<file path="config.mk">
export PLATFORM = sky130hd
export DESIGN_NAME = nasi_top
export DESIGN_NICKNAME = d
export VERILOG_FILES = /design/src/hw/nasi_pkg.sv /design/src/hw/nasi_top.sv /design/src/hw/nasi_sync.sv /design/src/hw/nasi_flash.sv
export VERILOG_INCLUDE_DIRS = /design/src /design/src/hw
export SDC_FILE = /design/constraint.sdc
export NUM_CORES = 1
export LEC_CHECK = 0
export ABC_AREA = 1
export BUFFER_PORTS_ARGS = -buffer_cell sky130_fd_sc_hd__buf_2
export CAP_MARGIN = 20
export CORE_ASPECT_RATIO = 1.75
export CORE_MARGIN = 2
export CORE_UTILIZATION = 45
export CTS_CLUSTER_DIAMETER = 150
export DETAILED_ROUTE_END_ITERATION = 7
export PLACE_DENSITY = 0.77
export SETUP_SLACK_MARGIN = 0.05
export SYNTH_ARGS = -nofsm -noshare
export SYNTH_HDL_FRONTEND = slang
export SYNTH_SLANG_ARGS = --single-unit
</file>
<file path="constraint.sdc">
create_clock -name clock_i -period 2.5 [get_ports clock_i]
set_input_delay 0.375 -clock clock_i [delete_from_list [all_inputs] [get_ports clock_i]]
set_output_delay 0.375 -clock clock_i [all_outputs]
set_load 0.05 [all_outputs]
</file>
<file path="src/hw/nasi_defines.svh">
`ifndef NASI_DEFINES_SVH
`define NASI_DEFINES_SVH

// system clock in kHz, used to turn times into cycle counts
`define NASI_CLK_KHZ 50000

// lamp timing in milliseconds
`define NASI_FLASH_ON_MS 200
`define NASI_FLASH_GAP_MS 1000
`define NASI_BLINK_HALF_MS 500
`define NASI_ACT_HALF_MS 50

// register byte offsets
`define NASI_OFF_CTRL 12'h000
`define NASI_OFF_ALARM 12'h004
`define NASI_OFF_CODE 12'h008
`define NASI_OFF_LAMP 12'h00c
`define NASI_OFF_COND 12'h010

// control register
`define NASI_CTRL_EN_BIT 0
`define NASI_CTRL_RST 32'h0000_0001

// alarm flag positions
`define NASI_ALM_LINK 0
`define NASI_ALM_TIMEOUT 1
`define NASI_ALM_STOP 2
`define NASI_ALM_ESTOP 3
`define NASI_ALM_NETINIT 4
`define NASI_ALM_OPTSET 5
`define NASI_ALM_SIOINIT 6
`define NASI_ALM_W 7

// alarm group and type codes
`define NASI_ALM_GROUP 16'h000c
`define NASI_TYPE_LINK 16'h023b
`define NASI_TYPE_TIMEOUT 16'h023c
`define NASI_TYPE_STOP 16'h0190
`define NASI_TYPE_ESTOP 16'h0258
`define NASI_TYPE_NETINIT 16'h02fd
`define NASI_TYPE_OPTSET 16'h0384
`define NASI_TYPE_SIOINIT 16'h0338

// lamp status register layout
`define NASI_LAMP_NET 0
`define NASI_LAMP_MSG 1
`define NASI_LAMP_MSR 2
`define NASI_LAMP_RUN 3
`define NASI_LAMP_PORT 4

`endif

</file>
<file path="src/hw/nasi_pkg.sv">
package nasi_pkg;

    typedef enum logic [3:0] {
        FL_IDLE = 4'b0001,
        FL_ON = 4'b0010,
        FL_OFF = 4'b0100,
        FL_GAP = 4'b1000
    } nasi_flash_t;

    typedef logic [2:0] nasi_count_t;

endpackage

</file>
<file path="src/hw/nasi_top.sv">
`timescale 1ns/1ps
`include "nasi_defines.svh"
module nasi_top #(
    parameter int unsigned FLASH_ON_CYC = `NASI_CLK_KHZ * `NASI_FLASH_ON_MS,
    parameter int unsigned FLASH_GAP_CYC = `NASI_CLK_KHZ * `NASI_FLASH_GAP_MS,
    parameter int unsigned BLINK_HALF_CYC = `NASI_CLK_KHZ * `NASI_BLINK_HALF_MS,
    parameter int unsigned ACT_HALF_CYC = `NASI_CLK_KHZ * `NASI_ACT_HALF_MS,
    parameter int PORTS = 2
) (
    // clock and reset
    input wire logic clock_i,
    input wire logic srst_i,
    // apb slave
    input wire logic psel,
    input wire logic penable,
    input wire logic pwrite,
    input wire logic [11:0] paddr,
    input wire logic [31:0] pwdata,
    output logic [31:0] prdata,
    output logic pready,
    output logic pslverr,
    // network conditions
    input wire logic link_err_i,
    input wire logic cyc_timeout_i,
    input wire logic host_online_i,
    input wire logic host_run_i,
    input wire logic net_init_fail_i,
    input wire logic sio_init_fail_i,
    // option fitting
    input wire logic opt_id_bad_i,
    input wire logic opt_mix_bad_i,
    input wire logic opt_unknown_i,
    // safety and motion
    input wire logic stop_active_i,
    input wire logic motion_req_i,
    input wire logic motion_busy_i,
    input wire logic estop_open_i,
    input wire logic host_estop_ok_i,
    input wire logic host_stop_ok_i,
    // module state
    input wire logic setup_state_i,
    input wire logic net_init_state_i,
    input wire logic exception_i,
    input wire logic diag_event_i,
    input wire logic identify_req_i,
    input wire logic id_mismatch_i,
    input wire logic no_ip_i,
    input wire logic no_name_i,
    input wire logic internal_fault_i,
    // ports
    input wire logic [PORTS-1:0] port_link_i,
    input wire logic [PORTS-1:0] port_act_i,
    // alarm and robot gate
    output logic alarm_active_o,
    output logic [15:0] alarm_group_o,
    output logic [15:0] alarm_type_o,
    output logic robot_enable_o,
    // lamps
    output logic network_state_lamp_o,
    output logic module_state_lamp_green_o,
    output logic module_state_lamp_red_o,
    output logic [PORTS-1:0] port_lamp_o
);
    import nasi_pkg::*;

    localparam int NIN = 24;

    ////////////////////////////////////////////////////////////////////////////
    // pin synchronisers

    logic [NIN-1:0] raw_in;
    logic [NIN-1:0] syn;
    logic [PORTS-1:0] link_s, act_s;

    assign raw_in = {link_err_i, cyc_timeout_i, host_online_i, host_run_i,
        net_init_fail_i, sio_init_fail_i, opt_id_bad_i, opt_mix_bad_i,
        opt_unknown_i, stop_active_i, motion_req_i, motion_busy_i,
        estop_open_i, host_estop_ok_i, host_stop_ok_i, setup_state_i,
        net_init_state_i, exception_i, diag_event_i, identify_req_i,
        id_mismatch_i, no_ip_i, no_name_i, internal_fault_i};

    nasi_sync #(.W(NIN)) u_sync_cond (
        .clock_i(clock_i),
        .srst_i(srst_i),
        .d_i(raw_in),
        .q_o(syn)
    );

    nasi_sync #(.W(2 * PORTS)) u_sync_port (
        .clock_i(clock_i),
        .srst_i(srst_i),
        .d_i({port_link_i, port_act_i}),
        .q_o({link_s, act_s})
    );

    wire s_link_err = syn[23];
    wire s_timeout = syn[22];
    wire s_online = syn[21];
    wire s_run = syn[20];
    wire s_netfail = syn[19];
    wire s_siofail = syn[18];
    wire s_id_bad = syn[17];
    wire s_mix_bad = syn[16];
    wire s_unknown = syn[15];
    wire s_stop = syn[14];
    wire s_mreq = syn[13];
    wire s_mbusy = syn[12];
    wire s_estop = syn[11];
    wire s_h_estop = syn[10];
    wire s_h_stop = syn[9];
    wire s_setup = syn[8];
    wire s_netinit = syn[7];
    wire s_except = syn[6];
    wire s_diag = syn[5];
    wire s_ident = syn[4];
    wire s_idmis = syn[3];
    wire s_noip = syn[2];
    wire s_noname = syn[1];
    wire s_intfault = syn[0];

    ////////////////////////////////////////////////////////////////////////////
    // registers and apb decode

    logic [31:0] ctrl_reg;
    logic [`NASI_ALM_W-1:0] alarm_reg, alarm_next;
    logic stop_last_reg;
    logic [31:0] lamp_word;
    logic [31:0] cond_word;
    logic [31:0] rd_mux;
    logic [`NASI_ALM_W-1:0] alarm_set;

    wire unit_en = ctrl_reg[`NASI_CTRL_EN_BIT];
    wire acc_first = psel & penable & ~pready;
    wire acc_done = psel & penable & pready;
    wire sel_ctrl = (paddr == `NASI_OFF_CTRL);
    wire sel_alarm = (paddr == `NASI_OFF_ALARM);
    wire sel_code = (paddr == `NASI_OFF_CODE);
    wire sel_lamp = (paddr == `NASI_OFF_LAMP);
    wire sel_cond = (paddr == `NASI_OFF_COND);
    wire hit = sel_ctrl | sel_alarm | sel_code | sel_lamp | sel_cond;
    wire wr_ctrl = acc_done & pwrite & sel_ctrl;
    wire wr_alarm = acc_done & pwrite & sel_alarm;

    assign rd_mux = sel_ctrl ? ctrl_reg :
        sel_alarm ? {25'h0, alarm_reg} :
        sel_code ? {alarm_group_o, alarm_type_o} :
        sel_lamp ? lamp_word :
        sel_cond ? cond_word : 32'h0;

    assign cond_word = {8'h0, syn};

    ////////////////////////////////////////////////////////////////////////////
    // alarm sources

    // stop edge only counts while an axis or program is already moving
    wire stop_rise = s_stop & ~stop_last_reg;
    wire opt_bad = s_id_bad | s_mix_bad | s_unknown;

    always_comb begin
        alarm_set = '0;
        alarm_set[`NASI_ALM_LINK] = unit_en & s_link_err;
        alarm_set[`NASI_ALM_TIMEOUT] = unit_en & s_timeout;
        alarm_set[`NASI_ALM_STOP] = (s_stop & s_mreq) | (stop_rise & s_mbusy);
        alarm_set[`NASI_ALM_ESTOP] = s_estop;
        alarm_set[`NASI_ALM_NETINIT] = unit_en & s_netfail;
        alarm_set[`NASI_ALM_OPTSET] = opt_bad;
        alarm_set[`NASI_ALM_SIOINIT] = s_siofail;
    end

    // write one to clear; a source still present sets the bit again at once
    assign alarm_next = (alarm_reg & ~(wr_alarm ? pwdata[`NASI_ALM_W-1:0] : '0))
        | alarm_set;

    // worst alarm first: fitting, board init, safety, then link
    wire [15:0] type_sel =
        alarm_reg[`NASI_ALM_OPTSET] ? `NASI_TYPE_OPTSET :
        alarm_reg[`NASI_ALM_NETINIT] ? `NASI_TYPE_NETINIT :
        alarm_reg[`NASI_ALM_SIOINIT] ? `NASI_TYPE_SIOINIT :
        alarm_reg[`NASI_ALM_ESTOP] ? `NASI_TYPE_ESTOP :
        alarm_reg[`NASI_ALM_STOP] ? `NASI_TYPE_STOP :
        alarm_reg[`NASI_ALM_LINK] ? `NASI_TYPE_LINK :
        alarm_reg[`NASI_ALM_TIMEOUT] ? `NASI_TYPE_TIMEOUT : 16'h0;
    wire any_alarm = |alarm_reg;

    // host must actively supply both inputs while enabled; a disabled unit leaves the robot gate open
    wire run_ok = ~unit_en | (s_h_estop & s_h_stop);

    ////////////////////////////////////////////////////////////////////////////
    // blink timebases

    logic [31:0] blink_cnt_reg;
    logic blink_reg;
    logic [31:0] act_cnt_reg;
    logic act_ph_reg;

    wire blink_end = (blink_cnt_reg == BLINK_HALF_CYC - 32'h1);
    wire act_end = (act_cnt_reg == ACT_HALF_CYC - 32'h1);

    always_ff @(posedge clock_i) begin
        if (srst_i) begin
            blink_cnt_reg <= 32'h0;
            blink_reg <= 1'b0;
            act_cnt_reg <= 32'h0;
            act_ph_reg <= 1'b0;
        end else begin
            blink_cnt_reg <= blink_end ? 32'h0 : blink_cnt_reg + 32'h1;
            blink_reg <= blink_end ? ~blink_reg : blink_reg;
            act_cnt_reg <= act_end ? 32'h0 : act_cnt_reg + 32'h1;
            act_ph_reg <= act_end ? ~act_ph_reg : act_ph_reg;
        end
    end

    ////////////////////////////////////////////////////////////////////////////
    // network lamp

    // offline wins over any host state, so a stale run flag stays dark
    wire net_lamp_next = unit_en & s_online & (s_run | blink_reg);

    ////////////////////////////////////////////////////////////////////////////
    // module lamp

    wire mod_dark = ~unit_en | s_setup | s_netinit;
    nasi_count_t red_cnt;
    nasi_count_t flash_cnt;
    logic flash_lit;
    logic mod_green_next, mod_red_next;

    // most severe counted red pattern first
    assign red_cnt = s_intfault ? 3'h4 :
        s_noname ? 3'h3 :
        s_noip ? 3'h2 :
        s_idmis ? 3'h1 : 3'h0;

    wire red_pat = (red_cnt != 3'h0);
    wire green_diag = ~red_pat & ~s_ident & s_diag;
    assign flash_cnt = mod_dark | s_except ? 3'h0 :
        red_pat ? red_cnt :
        green_diag ? 3'h1 : 3'h0;

    nasi_flash #(.ON_CYC(FLASH_ON_CYC), .GAP_CYC(FLASH_GAP_CYC)) u_flash (
        .clock_i(clock_i),
        .srst_i(srst_i),
        .count_i(flash_cnt),
        .lit_o(flash_lit)
    );

    always_comb begin
        mod_green_next = 1'b0;
        mod_red_next = 1'b0;
        if (mod_dark) begin
            mod_green_next = 1'b0;
        end else if (s_except) begin
            mod_red_next = 1'b1;
        end else if (red_pat) begin
            mod_red_next = flash_lit;
        end else if (s_ident) begin
            mod_green_next = blink_reg;
        end else if (s_diag) begin
            mod_green_next = flash_lit;
        end else begin
            mod_green_next = 1'b1;
        end
    end

    ////////////////////////////////////////////////////////////////////////////
    // port lamps

    logic [PORTS-1:0] act_seen_reg;
    logic [PORTS-1:0] act_show_reg;
    logic [PORTS-1:0] port_next;

    // short frames are stretched to one activity half period so they stay visible
    for (genvar p = 0; p < PORTS; p++) begin : g_port
        always_ff @(posedge clock_i) begin
            if (srst_i) begin
                act_seen_reg[p] <= 1'b0;
                act_show_reg[p] <= 1'b0;
            end else begin
                act_seen_reg[p] <= act_end ? act_s[p] : act_seen_reg[p] | act_s[p];
                act_show_reg[p] <= act_end ? act_seen_reg[p] : act_show_reg[p];
            end
        end
        assign port_next[p] = unit_en & link_s[p] & ~(act_show_reg[p] & act_ph_reg);
    end

    // ports sit just above the robot gate bit, upper bits read zero
    assign lamp_word = {{(28 - PORTS){1'b0}}, port_lamp_o, robot_enable_o,
        module_state_lamp_red_o, module_state_lamp_green_o, network_state_lamp_o};

    ////////////////////////////////////////////////////////////////////////////
    // state and outputs

    always_ff @(posedge clock_i) begin
        if (srst_i) begin
            ctrl_reg <= `NASI_CTRL_RST;
            alarm_reg <= '0;
            stop_last_reg <= 1'b0;
            alarm_active_o <= 1'b0;
            alarm_group_o <= 16'h0;
            alarm_type_o <= 16'h0;
            robot_enable_o <= 1'b0;
        end else begin
            if (wr_ctrl) begin
                ctrl_reg <= {31'h0, pwdata[`NASI_CTRL_EN_BIT]};
            end
            alarm_reg <= alarm_next;
            stop_last_reg <= s_stop;
            alarm_active_o <= any_alarm;
            alarm_group_o <= any_alarm ? `NASI_ALM_GROUP : 16'h0;
            alarm_type_o <= type_sel;
            robot_enable_o <= run_ok;
        end
    end

    always_ff @(posedge clock_i) begin
        if (srst_i) begin
            network_state_lamp_o <= 1'b0;
            module_state_lamp_green_o <= 1'b0;
            module_state_lamp_red_o <= 1'b0;
            port_lamp_o <= '0;
        end else begin
            network_state_lamp_o <= net_lamp_next;
            module_state_lamp_green_o <= mod_green_next;
            module_state_lamp_red_o <= mod_red_next;
            port_lamp_o <= port_next;
        end
    end

    // one wait state: data captured on the first access edge
    always_ff @(posedge clock_i) begin
        if (srst_i) begin
            pready <= 1'b0;
            prdata <= 32'h0;
            pslverr <= 1'b0;
        end else begin
            pready <= acc_first;
            prdata <= acc_first ? rd_mux : 32'h0;
            pslverr <= acc_first & ~hit;
        end
    end
endmodule

</file>
<file path="src/hw/nasi_sync.sv">
`timescale 1ns/1ps
module nasi_sync #(
    parameter int W = 1
) (
    // clock and reset
    input wire logic clock_i,
    input wire logic srst_i,
    // levels in and out
    input wire logic [W-1:0] d_i,
    output logic [W-1:0] q_o
);
    logic [W-1:0] meta_reg;

    // first stage feeds only the second one
    for (genvar i = 0; i < W; i++) begin : g_bit
        always_ff @(posedge clock_i) begin
            if (srst_i) begin
                meta_reg[i] <= 1'b0;
                q_o[i] <= 1'b0;
            end else begin
                meta_reg[i] <= d_i[i];
                q_o[i] <= meta_reg[i];
            end
        end
    end
endmodule

</file>
<file path="src/hw/nasi_flash.sv">
`timescale 1ns/1ps
module nasi_flash #(
    parameter int unsigned ON_CYC = 10000000,
    parameter int unsigned GAP_CYC = 50000000
) (
    // clock and reset
    input wire logic clock_i,
    input wire logic srst_i,
    // flashes per group, zero keeps the lamp dark
    input wire nasi_pkg::nasi_count_t count_i,
    output logic lit_o
);
    import nasi_pkg::*;

    nasi_flash_t state_reg, state_next;
    logic [31:0] timer_reg, timer_next;
    nasi_count_t left_reg, left_next;
    logic expired;

    assign expired = (timer_reg == 32'h0);

    // count is latched only between groups; a group is cut short only when count drops to zero
    always_comb begin
        state_next = state_reg;
        timer_next = expired ? timer_reg : timer_reg - 32'h1;
        left_next = left_reg;
        case (state_reg)
            FL_IDLE: begin
                if (count_i != 3'h0) begin
                    state_next = FL_ON;
                    timer_next = ON_CYC - 32'h1;
                    left_next = count_i;
                end
            end
            FL_ON: begin
                if (expired) begin
                    left_next = left_reg - 3'h1;
                    state_next = (left_reg == 3'h1) ? FL_GAP : FL_OFF;
                    timer_next = (left_reg == 3'h1) ? GAP_CYC - 32'h1 : ON_CYC - 32'h1;
                end
            end
            FL_OFF: begin
                if (expired) begin
                    state_next = FL_ON;
                    timer_next = ON_CYC - 32'h1;
                end
            end
            FL_GAP: begin
                if (expired) begin
                    state_next = FL_IDLE;
                end
            end
            default: begin
                state_next = FL_IDLE;
            end
        endcase
        if (count_i == 3'h0) begin
            state_next = FL_IDLE;
        end
    end

    always_ff @(posedge clock_i) begin
        if (srst_i) begin
            state_reg <= FL_IDLE;
            timer_reg <= 32'h0;
            left_reg <= 3'h0;
            lit_o <= 1'b0;
        end else begin
            state_reg <= state_next;
            timer_reg <= timer_next;
            left_reg <= left_next;
            lit_o <= (state_next == FL_ON);
        end
    end
endmodule

</file>
Word-level counts from Yosys, hierarchy flattened

Index checks and enable logic that the tools add are counted.

Flip-flop bits (word level): 248
Bits in latches: 0
Output and inout bits: 73
Memory bits (writable): 0
Logic and storage cells: 218
Memories kept: 0
Memory bits (read-only): 0
Input bits: 77

Add/subtract/negate cells: 4
Order comparisons: 0
Div/mod/pow operators: 0
Shifts and indexed selects: 0
$mul: 0
Bitwise operators: 52
Reductions and logical operators: 18
Equality and inequality tests: 14
Muxes and demuxes: 43

Operator list:

| operator                                            | count |
|---|---|
| 2-to-1 mux 32 bit                                   | 5 |
| case mux 32 bit (3 select lines)                    | 1 |
| 2-to-1 mux 10 bit                                   | 7 |
| adder 32 x 1 -> 32 bit (second input constant)      | 2 |
| 2-to-1 mux 24 bit                                   | 2 |
| == test 32 x 22 -> 1 bit (second input constant)    | 1 |
| == test 32 x 25 -> 1 bit (second input constant)    | 1 |
| zero test 32 bit                                    | 1 |
| subtractor 32 x 1 -> 32 bit (second input constant) | 1 |
| 2-to-1 mux 4 bit                                    | 7 |
| 2-to-1 mux 26 bit                                   | 1 |
| bitwise AND 1 bit                                   | 24 |
| == test 12 x 4 -> 1 bit (second input constant)     | 2 |
| case mux 4 bit (4 select lines)                     | 1 |
| 2-to-1 mux 3 bit                                    | 5 |
| 2-to-1 mux 7 bit                                    | 2 |
| bitwise OR 1 bit                                    | 14 |
| OR reduction 7 bit                                  | 2 |
| == test 12 x 3 -> 1 bit (second input constant)     | 1 |
| == test 12 x 5 -> 1 bit (second input constant)     | 1 |
| zero test 12 bit                                    | 1 |
| NOT 1 bit                                           | 11 |
| OR reduction 2 bit                                  | 5 |
| 2-to-1 mux 1 bit                                    | 9 |
| other kinds (19)                                    | 24 |

Longest topological paths before layout

Gate-level depths: netlist of run 1.

Depth after elaboration: 16
Depth in mapped cells: 14
Depth with buffers taken out: 14

By module

Synthesis of run 1 repeated with hierarchy kept, for this count alone.

Cell total of the unflattened synthesis: 1432
Area total of the unflattened synthesis: 10212.3 um^2

By module, submodules not included:

| module                  | cells an instance | seq. area each (um^2) | times used | area an instance (um^2) |
|---|---|---|---|---|
| nasi_top                | 889               | 2442.3                | 1          | 6185.9 |
| nasi_flash              | 369               | 800.8                 | 1          | 2429.8 |
| nasi_sync (u_sync_cond) | 149               | 960.9                 | 1          | 1365.1 |
| nasi_sync (u_sync_port) | 25                | 160.2                 | 1          | 231.5 |

Worst setup path after synthesis of run 1

Ideal clock, no wire load.

Path type: reg-to-reg
Start: register u_flash.timer_reg[0]
End: register u_flash.timer_reg[27]
Setup slack: 0.867 ns
Buffers on the path: 0
Required time: 2.384 ns
Library setup time: 0.116 ns
Period minus slack after synthesis: 1.633 ns
Cell stages (with the launch flop): 14
Arrival: 1.517 ns
Path through: dfxtp_1 -> inv_1 -> ha_1 -> inv_1 -> nor2_1 -> nand2_1 -> nor2_2 -> nand2_1 -> nor2_4 -> nor2_2 -> nand2_2 -> nor2_2 -> o21ai_0 -> nor2_1

Longest elaborated chain between the ends: 4
Elaborated cells between the ends (all ways): 7
Classes of those cells: add/sub (1); mux (5); reduce/logical (1)

Ends and longest elaborated chain:

| element                                                                | line                                                 | source |
|---|---|---|
| start: declaration                                                     | nasi_flash.sv:16                                     | `logic [31:0] timer_reg, timer_next;` |
| start signal: assignment                                               | nasi_flash.sv:70                                     | `timer_reg <= timer_next;` |
| subtractor 32 x 1 -> 32 bit / zero test 32 bit (equally long branches) | nasi_flash.sv:25, nasi_flash.sv:20                   |  |
| 2-to-1 mux 32 bit                                                      | nasi_flash.sv:25                                     | `timer_next = expired ? timer_reg : timer_reg - 32'h1;` |
| 2-to-1 mux 32 bit, on equally long branches                            | nasi_flash.sv:43, nasi_flash.sv:29, nasi_flash.sv:36 |  |
| case mux 32 bit (3 select lines) *                                     | nasi_flash.sv:27                                     | `case (state_reg)` |

Mark *: on every way between the ends. The rest lies on a longest branch, timed or not.
A chain may end at the register's enable or synchronous reset.

Worst setup path in the final report of run 1

Start: register u_flash.timer_reg[0]
End: register u_flash.timer_reg[21]

Same word-level chain as after synthesis.

==> results of run 1 <==
## worst max-delay path, cell delays in order, from the launching register on
cell and delay [ns]:
dfxtp_1 0.32, inv_1 0.15, ha_1 0.22, inv_1 0.08, nor3_1 0.15, nand3_1 0.11
nor2_2 0.25, nand2_1 0.13, nand3_1 0.26, inv_1 0.22, nand3_1 0.11, nand2_1 0.05
## logic make-up after synthesis
group	count (synthesis)
DFF	218
AOI/OAI and AO/OA	135
adders and majority gates	7
other	1
and+or+nand+nor	708
xor gates and xnor gates	31
buffers and inverters	258
## layer usage
layer | global-route usage, % | wire [um]
met5 | 0 | 0
met4 | 11.1 | 1200
met3 | 2.57 | 1030
met2 | 39.7 | 13000
met1 | 20.4 | 8790
## worst max path at each step
stage / slack, ns / depth (start not counted) / end
detailed placement: 0.37 / 7 / prdata[1]$_SDFF_PP0_
global placement: 0.42 / 11 / u_flash.timer_reg[21]$_SDFF_PP0_
global route: 0.15 / 11 / u_flash.timer_reg[21]$_SDFF_PP0_
CTS: 0.31 / 11 / u_flash.timer_reg[21]$_SDFF_PP0_
floorplan: 0.87 / 13 / u_flash.timer_reg[27]$_SDFF_PP0_
finish: 0.31 / 11 / u_flash.timer_reg[21]$_SDFF_PP0_
## cell usage after synthesis, drive strengths merged
| master | number |
|---|---|
| o21ai | 47 |
| o211ai | 3 |
| o31ai | 1 |
| clkbuf | 11 |
| a211oi | 1 |
| buf | 43 |
| nor3 | 44 |
| o21a | 1 |
| o21bai | 1 |
| or3 | 1 |
| nand3 | 89 |
| a41oi | 6 |
| xnor2 | 13 |
| and2 | 1 |
| nor4 | 15 |
| a31oi | 3 |
| o211a | 1 |
| a22o | 2 |
| nor3b | 1 |
| clkinv | 1 |
| nand2 | 233 |
| conb | 1 |
| a21oi | 69 |
| ha | 7 |
| or2 | 26 |
| dfxtp | 218 |
| nor2 | 243 |
| xor2 | 18 |
| nand3b | 3 |
| nand2b | 2 |
| inv | 203 |
| nand4 | 50 |
## through the flow
| stage | cell area [um^2] | instances | setup WS (ns) | utilization [%] |
|---|---|---|---|---|
| 4_1_cts | 11400 | 1769 | 0.312 | 52.6 |
| 2_1_floorplan | 10000 | 1385 | 0.867 | - |
| 3_3_place_gp | 10600 | 1732 | 0.421 | 49.1 |
| 5_1_grt | 11400 | 1769 | 0.154 | 52.6 |
| 3_5_place_dp | 10600 | 1732 | 0.366 | 49.1 |
| 6_report | 11400 | 1769 | 0.308 | 52.6 |
## power by group through the flow
stage                     sequential [mW]  clock, mW  combinational [mW]
final                                3.74       3.47                1.18
after global routing                 3.76       3.68                1.33
after CTS                            3.74       3.54                1.18
after detailed placement             3.82          0                1.18
after global placement               3.81          0                1.16
after floorplan                      3.85          0               0.912
## area by class of cell
class	count	area [um^2]
sequential	218	4360
multi-input combinational	909	4510
clock inverter	8	150
clock buffer	29	616
timing repair buffer	109	591
tap	292	365
inverter	204	766
fill	2103	10200
==> results.sh, run 1 <==
export IMPL_grt_util_all_layers_pct=20.5
export IMPL_drive_gt1_share_pct=14.7
export IMPL_clk_path_buf_depth=3
export IMPL_seqPwrFrac_pct=44.5
export IMPL_p_int_mw=6.12
export IMPL_grt_ovfl_total=0
export IMPL_final_cell_mix="223 x nand2_1, 218 x nor2_1, 218 x dfxtp_1, 202 x inv_1, 96 x buf_2"
export IMPL_grt_pass1_vias=8585
export IMPL_routed_wl_um=24000
export IMPL_synth_compound_area_share_pct=7.43
export IMPL_synth_avg_cell_area_um2=7.29
export IMPL_die_area_mm2=0.0233
export IMPL_power_frac_clock_pct=41.4
export IMPL_grt_pass1_wl_um=38800
export IMPL_reg2reg_slack_ns=0.31
export IMPL_worst_r2r_cell_count=11
export IMPL_core_area_mm2=0.0216
export IMPL_hold_path_depth=3
export IMPL_cts_buffers=21
export IMPL_cts_sinks=218
export IMPL_final_hold_viol_count=0
export IMPL_synth_area_leader_cell="dfxtp_1"
export IMPL_skew_ns=0.0158
export IMPL_rsz0062_at_grt="false"
export IMPL_critPathArrivalTime_ns=2.58
export IMPL_cellPowerDensity_mw_per_mm2=740
export IMPL_drt_initial_drc_count=393
export IMPL_required_ns=2.89
export IMPL_p_switching_mw=2.28
export IMPL_antenna_found_initial=0
export IMPL_r2r_start="u_flash.timer_reg[0]$_SDFF_PP0_"
export IMPL_final_antenna_net_count=0
export IMPL_netlist_area_mm2=0.00990
export IMPL_nets=1547
export IMPL_worstSkewPairLatency_ns=0.51
export IMPL_post_route_min_period_ns=2.19
export IMPL_setup_violations=0
export IMPL_die_w_um=116
export IMPL_via_per_inst=5.01
export IMPL_grt_max_degree=75
export IMPL_synth_cells=1358
export IMPL_hold_buffers=0
export IMPL_min_path_type="in2reg"
export IMPL_synthMuxAreaShare_pct=0
export IMPL_drt_wirelength_per_cell_um=13.6
export IMPL_maxCapViolCount=0
export IMPL_antennaDiodeCount=0
export IMPL_num_vias=8860
export IMPL_drt_pass1_iterations=7
export IMPL_syn_to_final_growth_pct=14.7
export IMPL_gp_congestion=0.958
export IMPL_start_kind="flop"
export IMPL_slew_headroom_pct=48.0
export IMPL_htreeDepth=1
export IMPL_synth_warnings=0
export IMPL_comb_power_share_pct=14.1
export IMPL_fmax_mhz=456
export IMPL_synthAdderAreaFrac_pct=0.884
export IMPL_cts_tree="built"
export IMPL_cts_setup_buffers=0
export IMPL_hold_slack_ns=0.0706
export IMPL_clkSlewWorstSetupHoldPaths_ns=0.07
export IMPL_cts_resized=0
export IMPL_worstSetupStartpoint="u_flash.timer_reg[0]$_SDFF_PP0_"
export IMPL_synth_top_family_by_area="simple AND/OR/NAND/NOR gates"
export IMPL_yosys_register_bits=218
export IMPL_fin_tns_setup_ns=0
export IMPL_ir_drop_mv=0.474
export IMPL_status="completed"
export IMPL_synth_distinct_cells=49
export IMPL_ioPinCount=150
export IMPL_fin_crit_sh_pct=87.7
export IMPL_clock_root_buffer="clkbuf_16"
export IMPL_crit_fanout=7
export IMPL_yosysSeqAreaShare_pct=44.1
export IMPL_synth_xor_area_share_pct=2.74
export IMPL_hp_start="cyc_timeout_i"
export IMPL_synthSimpleGateAreaFrac_pct=33.4
export IMPL_final_common_cell="nand2_1"
export IMPL_fin_total_pwr_mw=8.40
export IMPL_crit_type="reg2reg"
export IMPL_rows=71
export IMPL_dpl_hpwl_um=18500
export IMPL_switching_share_pct=27.1
export IMPL_die_y_um=200
export IMPL_synth_top_area_share_pct=44.1
export IMPL_synthTopCellsByArea="dfxtp_1 44%, nand2_1 8.5%, nor2_1 8.3%, inv_1 7.7%, nand3_1 4.2%"
export IMPL_drc=0
export IMPL_leakage_nw=4.84
export IMPL_worst_pin_slew_ns=0.781
export IMPL_numPortBuffers=96
export IMPL_r2r_end="u_flash.timer_reg[21]$_SDFF_PP0_"
export IMPL_end_kind="flop"
export IMPL_slew_violations=0
export IMPL_worstHoldEndpoint="u_sync_cond.meta_reg[22]$_SDFF_PP0_"
export IMPL_start_util_pct=45.9
No activity file was read; power rests on OpenSTA's default activity.
==> run 2: changes to the inputs <==
--- a/config.mk
+++ b/config.mk
@@ -15,6 +15,7 @@
 export CTS_CLUSTER_DIAMETER = 150
 export DETAILED_ROUTE_END_ITERATION = 7
 export PLACE_DENSITY = 0.77
+export RECOVER_POWER = 25
 export SETUP_SLACK_MARGIN = 0.05
 export SYNTH_ARGS = -nofsm -noshare
 export SYNTH_HDL_FRONTEND = slang
==> results.sh, run 2 (synthesis results as in run 1) <==
export IMPL_end_kind="flop"
export IMPL_slew_violations=75
export IMPL_antennaDiodeCount=0
export IMPL_hold_buffers=0
export IMPL_slew_headroom_pct=-1.14
export IMPL_maxCapViolCount=1
export IMPL_r2r_end="u_flash.timer_reg[21]$_SDFF_PP0_"
export IMPL_comb_power_share_pct=14.1
export IMPL_place_area_mm2=0.0106
export IMPL_die_w_um=116
export IMPL_grt_pass1_vias=8585
export IMPL_cts_setup_buffers=0
export IMPL_required_ns=2.89
export IMPL_routed_wl_um=24100
export IMPL_syn_to_final_growth_pct=14.6
export IMPL_cts_buffers=21
export IMPL_cp_num_buf_inv=3
export IMPL_worst_r2r_cell_count=11
export IMPL_gp_congestion=0.958
export IMPL_fin_tns_setup_ns=0
export IMPL_htreeDepth=1
export IMPL_status="finished with violations"
export IMPL_dpl_hpwl_um=18500
export IMPL_ir_drop_mv=0.474
export IMPL_cts_tree="built"
export IMPL_final_cell_mix="223 x nand2_1, 218 x nor2_1, 218 x dfxtp_1, 202 x inv_1, 95 x buf_2"
export IMPL_grt_pass1_wl_um=38800
export IMPL_reg2reg_slack_ns=0.30
export IMPL_final_common_cell="nand2_1"
export IMPL_setup_violations=0
export IMPL_post_route_min_period_ns=2.20
export IMPL_critPathArrivalTime_ns=2.59
export IMPL_p_int_mw=6.12
export IMPL_crit_chain="inv_1 -> ha_1 -> inv_1 -> nor3_1 -> nand3_1 -> nor2_2 -> nand2_1 -> nand3_1 -> inv_1 -> nand3_1 -> nand2_1"
export IMPL_drt_initial_drc_count=402
export IMPL_via_per_inst=4.98
export IMPL_violations="max-capacitance violations, max-slew violations"
export IMPL_clock_root_buffer="clkbuf_16"
export IMPL_critPathMaxStageDelay_ns=0.32
export IMPL_fin_total_pwr_mw=8.40
export IMPL_cp_top_family="simple AND/OR/NAND/NOR gates"
export IMPL_grt_max_degree=75
export IMPL_rsz0062_at_grt="false"
export IMPL_worstSkewPairLatency_ns=0.51
export IMPL_switching_share_pct=27.1
export IMPL_leakage_nw=4.83
export IMPL_p_switching_mw=2.27
export IMPL_rows=71
export IMPL_ioPinCount=150
export IMPL_final_antenna_net_count=0
export IMPL_crit_fanout=7
export IMPL_numPortBuffers=96
export IMPL_clk_path_buf_depth=3
export IMPL_grt_ovfl_total=0
export IMPL_crit_path_top_delay_cell="dfxtp_1"
export IMPL_drt_pass1_iterations=5
export IMPL_start_kind="flop"
export IMPL_power_frac_clock_pct=41.4
export IMPL_clkSlewWorstSetupHoldPaths_ns=0.07
export IMPL_grt_util_all_layers_pct=20.5
export IMPL_instances_no_fill=1769
export IMPL_drt_wirelength_per_cell_um=13.6
export IMPL_cellPowerDensity_mw_per_mm2=740
export IMPL_dp_cells=1732
export IMPL_crit_type="reg2reg"
export IMPL_seqPwrFrac_pct=44.6
export IMPL_cp_endpoint="u_flash.timer_reg[21]$_SDFF_PP0_"
export IMPL_die_area_mm2=0.0233
export IMPL_fin_crit_sh_pct=88.0
export IMPL_drc=0
export IMPL_worstSetupStartpoint="u_flash.timer_reg[0]$_SDFF_PP0_"
export IMPL_drive_gt1_share_pct=14.5
export IMPL_min_path_type="in2reg"
export IMPL_hold_slack_ns=0.0719
export IMPL_nets=1547
export IMPL_antenna_found_initial=0
export IMPL_cts_sinks=218
export IMPL_die_y_um=200
export IMPL_start_util_pct=45.9
export IMPL_core_area_mm2=0.0216
export IMPL_cp_num_cells=11
export IMPL_num_vias=8812
export IMPL_cts_resized=0
export IMPL_fmax_mhz=455
export IMPL_worst_pin_slew_ns=1.52
export IMPL_final_hold_viol_count=0
export IMPL_skew_ns=0.0163
export IMPL_fin_area_mm2=0.0113
export IMPL_r2r_start="u_flash.timer_reg[0]$_SDFF_PP0_"
==> run 2: worst min-delay path by stage <==
stage / cells after the start / slack (ns) / startpoint / end
floorplan: 2 / 0.39 / u_sync_cond.meta_reg[0]$_SDFF_PP0_ / u_sync_cond.q_o[0]$_SDFF_PP0_
global placement: 2 / 0.39 / u_sync_cond.meta_reg[9]$_SDFF_PP0_ / u_sync_cond.q_o[9]$_SDFF_PP0_
detailed placement: 2 / 0.39 / u_sync_cond.meta_reg[16]$_SDFF_PP0_ / u_sync_cond.q_o[16]$_SDFF_PP0_
CTS: 3 / 0.05 / net_init_state_i / u_sync_cond.meta_reg[7]$_SDFF_PP0_
global route: 3 / 0.06 / port_link_i[1] / u_sync_port.meta_reg[3]$_SDFF_PP0_
finish: 3 / 0.07 / cyc_timeout_i / u_sync_cond.meta_reg[22]$_SDFF_PP0_
==> run 2: cell type report <==
cell class,instances,area (um^2)
Clock buffer,29,616
Clock inverter,8,150
Fill cell,2105,10200
Inverter,204,766
Multi-Input combinational cell,909,4510
Sequential cell,218,4360
Tap cell,292,365
Timing Repair Buffer,109,579
==> run 2: power by group through the flow <==
stage                     Combinational (mW)  Sequential [mW]  Clock, mW
final                                   1.18             3.74       3.47
after global routing                    1.32             3.76       3.68
after CTS                               1.18             3.74       3.54
after detailed placement                1.18             3.82          0
after global placement                  1.16             3.81          0
after floorplan                        0.912             3.85          0
==> run 2: worst reg2reg max path: cells and delay by family (launching register included) <==
| kind | cells | cell delay (ns) |
|---|---|---|
| simple gates | 7 | 1.07 |
| fa+ha+maj | 1 | 0.22 |
| flops | 1 | 0.32 |
| buf+inv | 3 | 0.45 |
==> run 2: stage by stage <==
step	setup WS [ns]	util, %
final	0.300	52.6
after CTS	0.312	52.6
after global placement	0.421	49.1
after floorplan	0.867	-
after detailed placement	0.366	49.1
after global routing	0.154	52.6
==> run 2: layer usage <==
metal | part of all wire (%) | track usage [%]
met1 | 37 | 20.4
met2 | 54 | 39.7
met3 | 4.2 | 2.57
met4 | 5.1 | 11.1
met5 | 0 | 0
==> run 3: changes to the inputs <==
--- a/config.mk
+++ b/config.mk
@@ -8,13 +8,13 @@
 export LEC_CHECK = 0
 export ABC_AREA = 1
 export BUFFER_PORTS_ARGS = -buffer_cell sky130_fd_sc_hd__buf_2
-export CAP_MARGIN = 20
+export CAP_MARGIN = 10
 export CORE_ASPECT_RATIO = 1.75
 export CORE_MARGIN = 2
-export CORE_UTILIZATION = 45
+export CORE_UTILIZATION = 25
 export CTS_CLUSTER_DIAMETER = 150
 export DETAILED_ROUTE_END_ITERATION = 7
-export PLACE_DENSITY = 0.77
+export PLACE_DENSITY = 0.53
 export RECOVER_POWER = 25
 export SETUP_SLACK_MARGIN = 0.05
 export SYNTH_ARGS = -nofsm -noshare
==> results.sh, run 3 (synthesis results as in run 1) <==
export IMPL_status="finished with violations"
export IMPL_violations="max-capacitance violations, max-slew violations"
export IMPL_worst_pin_slew_ns=1.55
export IMPL_via_per_inst=4.43
export IMPL_cts_tree="built"
export IMPL_setup_violations=0
export IMPL_worstHoldEndpoint="u_sync_cond.meta_reg[8]$_SDFF_PP0_"
export IMPL_hp_start="setup_state_i"
export IMPL_r2r_end="u_flash.timer_reg[21]$_SDFF_PP0_"
export IMPL_routed_wl_um=27000
export IMPL_fin_tns_setup_ns=0
export IMPL_nets=1550
export IMPL_min_path_type="in2reg"
export IMPL_htreeDepth=1
export IMPL_grt_pass1_vias=8525
export IMPL_crit_type="reg2reg"
export IMPL_fin_crit_sh_pct=85.4
export IMPL_cts_setup_buffers=0
export IMPL_syn_to_final_growth_pct=16.9
export IMPL_leakage_nw=4.82
export IMPL_maxCapViolCount=1
export IMPL_fmax_mhz=468
export IMPL_numPortBuffers=96
export IMPL_required_ns=2.90
export IMPL_cts_sinks=218
export IMPL_final_antenna_net_count=0
export IMPL_grt_max_degree=75
export IMPL_clk_path_buf_depth=3
export IMPL_skew_ns=0.0197
export IMPL_slew_headroom_pct=-3.25
export IMPL_drt_pass1_iterations=5
export IMPL_critPathArrivalTime_ns=2.54
export IMPL_core_area_mm2=0.0392
export IMPL_rsz0062_at_grt="false"
export IMPL_slew_violations=75
export IMPL_clock_root_buffer="clkbuf_16"
export IMPL_r2r_start="u_flash.timer_reg[0]$_SDFF_PP0_"
export IMPL_ir_drop_mv=0.363
export IMPL_cts_buffers=22
export IMPL_die_w_um=154
export IMPL_crit_fanout=8
export IMPL_hold_slack_ns=0.0487
export IMPL_die_area_mm2=0.0413
export IMPL_hold_buffers=0
export IMPL_drt_initial_drc_count=390
export IMPL_worst_r2r_cell_count=11
export IMPL_post_route_min_period_ns=2.14
export IMPL_start_kind="flop"
export IMPL_cellPowerDensity_mw_per_mm2=717
export IMPL_drc=0
export IMPL_fin_total_pwr_mw=8.30
export IMPL_place_area_mm2=0.0109
export IMPL_antennaDiodeCount=0
export IMPL_hold_path_depth=3
export IMPL_dpl_hpwl_um=21300
export IMPL_start_util_pct=25.3
export IMPL_post_place_ws_ns=0.302
export IMPL_drt_wirelength_per_cell_um=13.7
export IMPL_end_kind="flop"
export IMPL_grt_ovfl_total=0
export IMPL_gp_congestion=0.858
export IMPL_cts_resized=0
export IMPL_final_hold_viol_count=0
export IMPL_fillers=4289
export IMPL_rows=96
export IMPL_die_y_um=267
export IMPL_antenna_found_initial=0
export IMPL_num_vias=8735
export IMPL_grt_pass1_wl_um=42900
export IMPL_final_common_cell="nand2_1"
export IMPL_ioPinCount=150
export IMPL_reg2reg_slack_ns=0.36
export IMPL_setup_ws_ns=0.364
export IMPL_fin_area_mm2=0.0116
export IMPL_grt_util_all_layers_pct=12.9
export IMPL_worstSkewPairLatency_ns=0.53
export IMPL_drive_gt1_share_pct=14.5
export IMPL_final_cell_mix="223 x nand2_1, 218 x nor2_1, 218 x dfxtp_1, 202 x inv_1, 95 x buf_2"
export IMPL_clkSlewWorstSetupHoldPaths_ns=0.06
## run 3: cell types whose count changed in the layout (fill, tap and decap cells not counted), sizes merged
cell,change
bufinv,-2
clkbuf,+2
inv,-1
buf,+1
clkinv,+5
## run 3: layer usage
| metal | global-route usage (%) | wire length (um) | vias to the layer above |
|---|---|---|---|
| met3 | 1.55 | 925 | 61 |
| met2 | 26.0 | 15000 | 178 |
| met4 | 5.93 | 1080 | 0 |
| li1 | - | - | 4497 |
| met1 | 12.8 | 9930 | 3999 |
| met5 | 0 | 0 | - |
## run 3: area by class of cell
cell class | count | area, um^2 | area share, %
clock buffers | 30 | 611 | 5.28
well taps | 490 | 613 | 5.30
clock inverters | 10 | 121 | 1.05
flip-flops and latches | 218 | 4360 | 37.7
inverters | 204 | 766 | 6.62
repair buffers | 111 | 591 | 5.10
multi-input cells | 909 | 4510 | 39.0
## run 3: worst max-delay path: stages (launching register included)
cell     delay [ns]
dfxtp_1        0.31
inv_1          0.18
ha_1           0.18
inv_1          0.06
nor3_1         0.12
nand3_1        0.11
nor2_2         0.23
nand2_1        0.12
nand3_1        0.31
inv_1          0.24
nand3_1        0.11
nand2_1        0.05
## run 3: power by group
| part | leakage, nW | switching [mW] | internal (mW) |
|---|---|---|---|
| logic | 2.69 | 0.834 | 0.357 |
| registers | 1.78 | 0.121 | 3.63 |
| clock network | 0.358 | 1.42 | 1.93 |
| total | 4.82 | 2.38 | 5.92 |
## run 3: how the worst max path moves through the flow
stage | start | to | slack [ns]
global placement | srst_i | prdata[7]$_SDFF_PP0_ | 0.37
finish | u_flash.timer_reg[0]$_SDFF_PP0_ | u_flash.timer_reg[21]$_SDFF_PP0_ | 0.36
detailed placement | srst_i | prdata[8]$_SDFF_PP0_ | 0.30
floorplan | u_flash.timer_reg[0]$_SDFF_PP0_ | u_flash.timer_reg[27]$_SDFF_PP0_ | 0.87
global route | u_flash.timer_reg[0]$_SDFF_PP0_ | u_flash.timer_reg[13]$_SDFF_PP0_ | 0.16
CTS | u_flash.timer_reg[0]$_SDFF_PP0_ | u_flash.timer_reg[21]$_SDFF_PP0_ | 0.36
## run 3: through the flow
stage,cells,utilization (%)
after floorplan,1385,-
after global placement,1932,27.7
after detailed placement,1932,27.7
after CTS,1972,29.6
after global routing,1972,29.6
final,1972,29.6
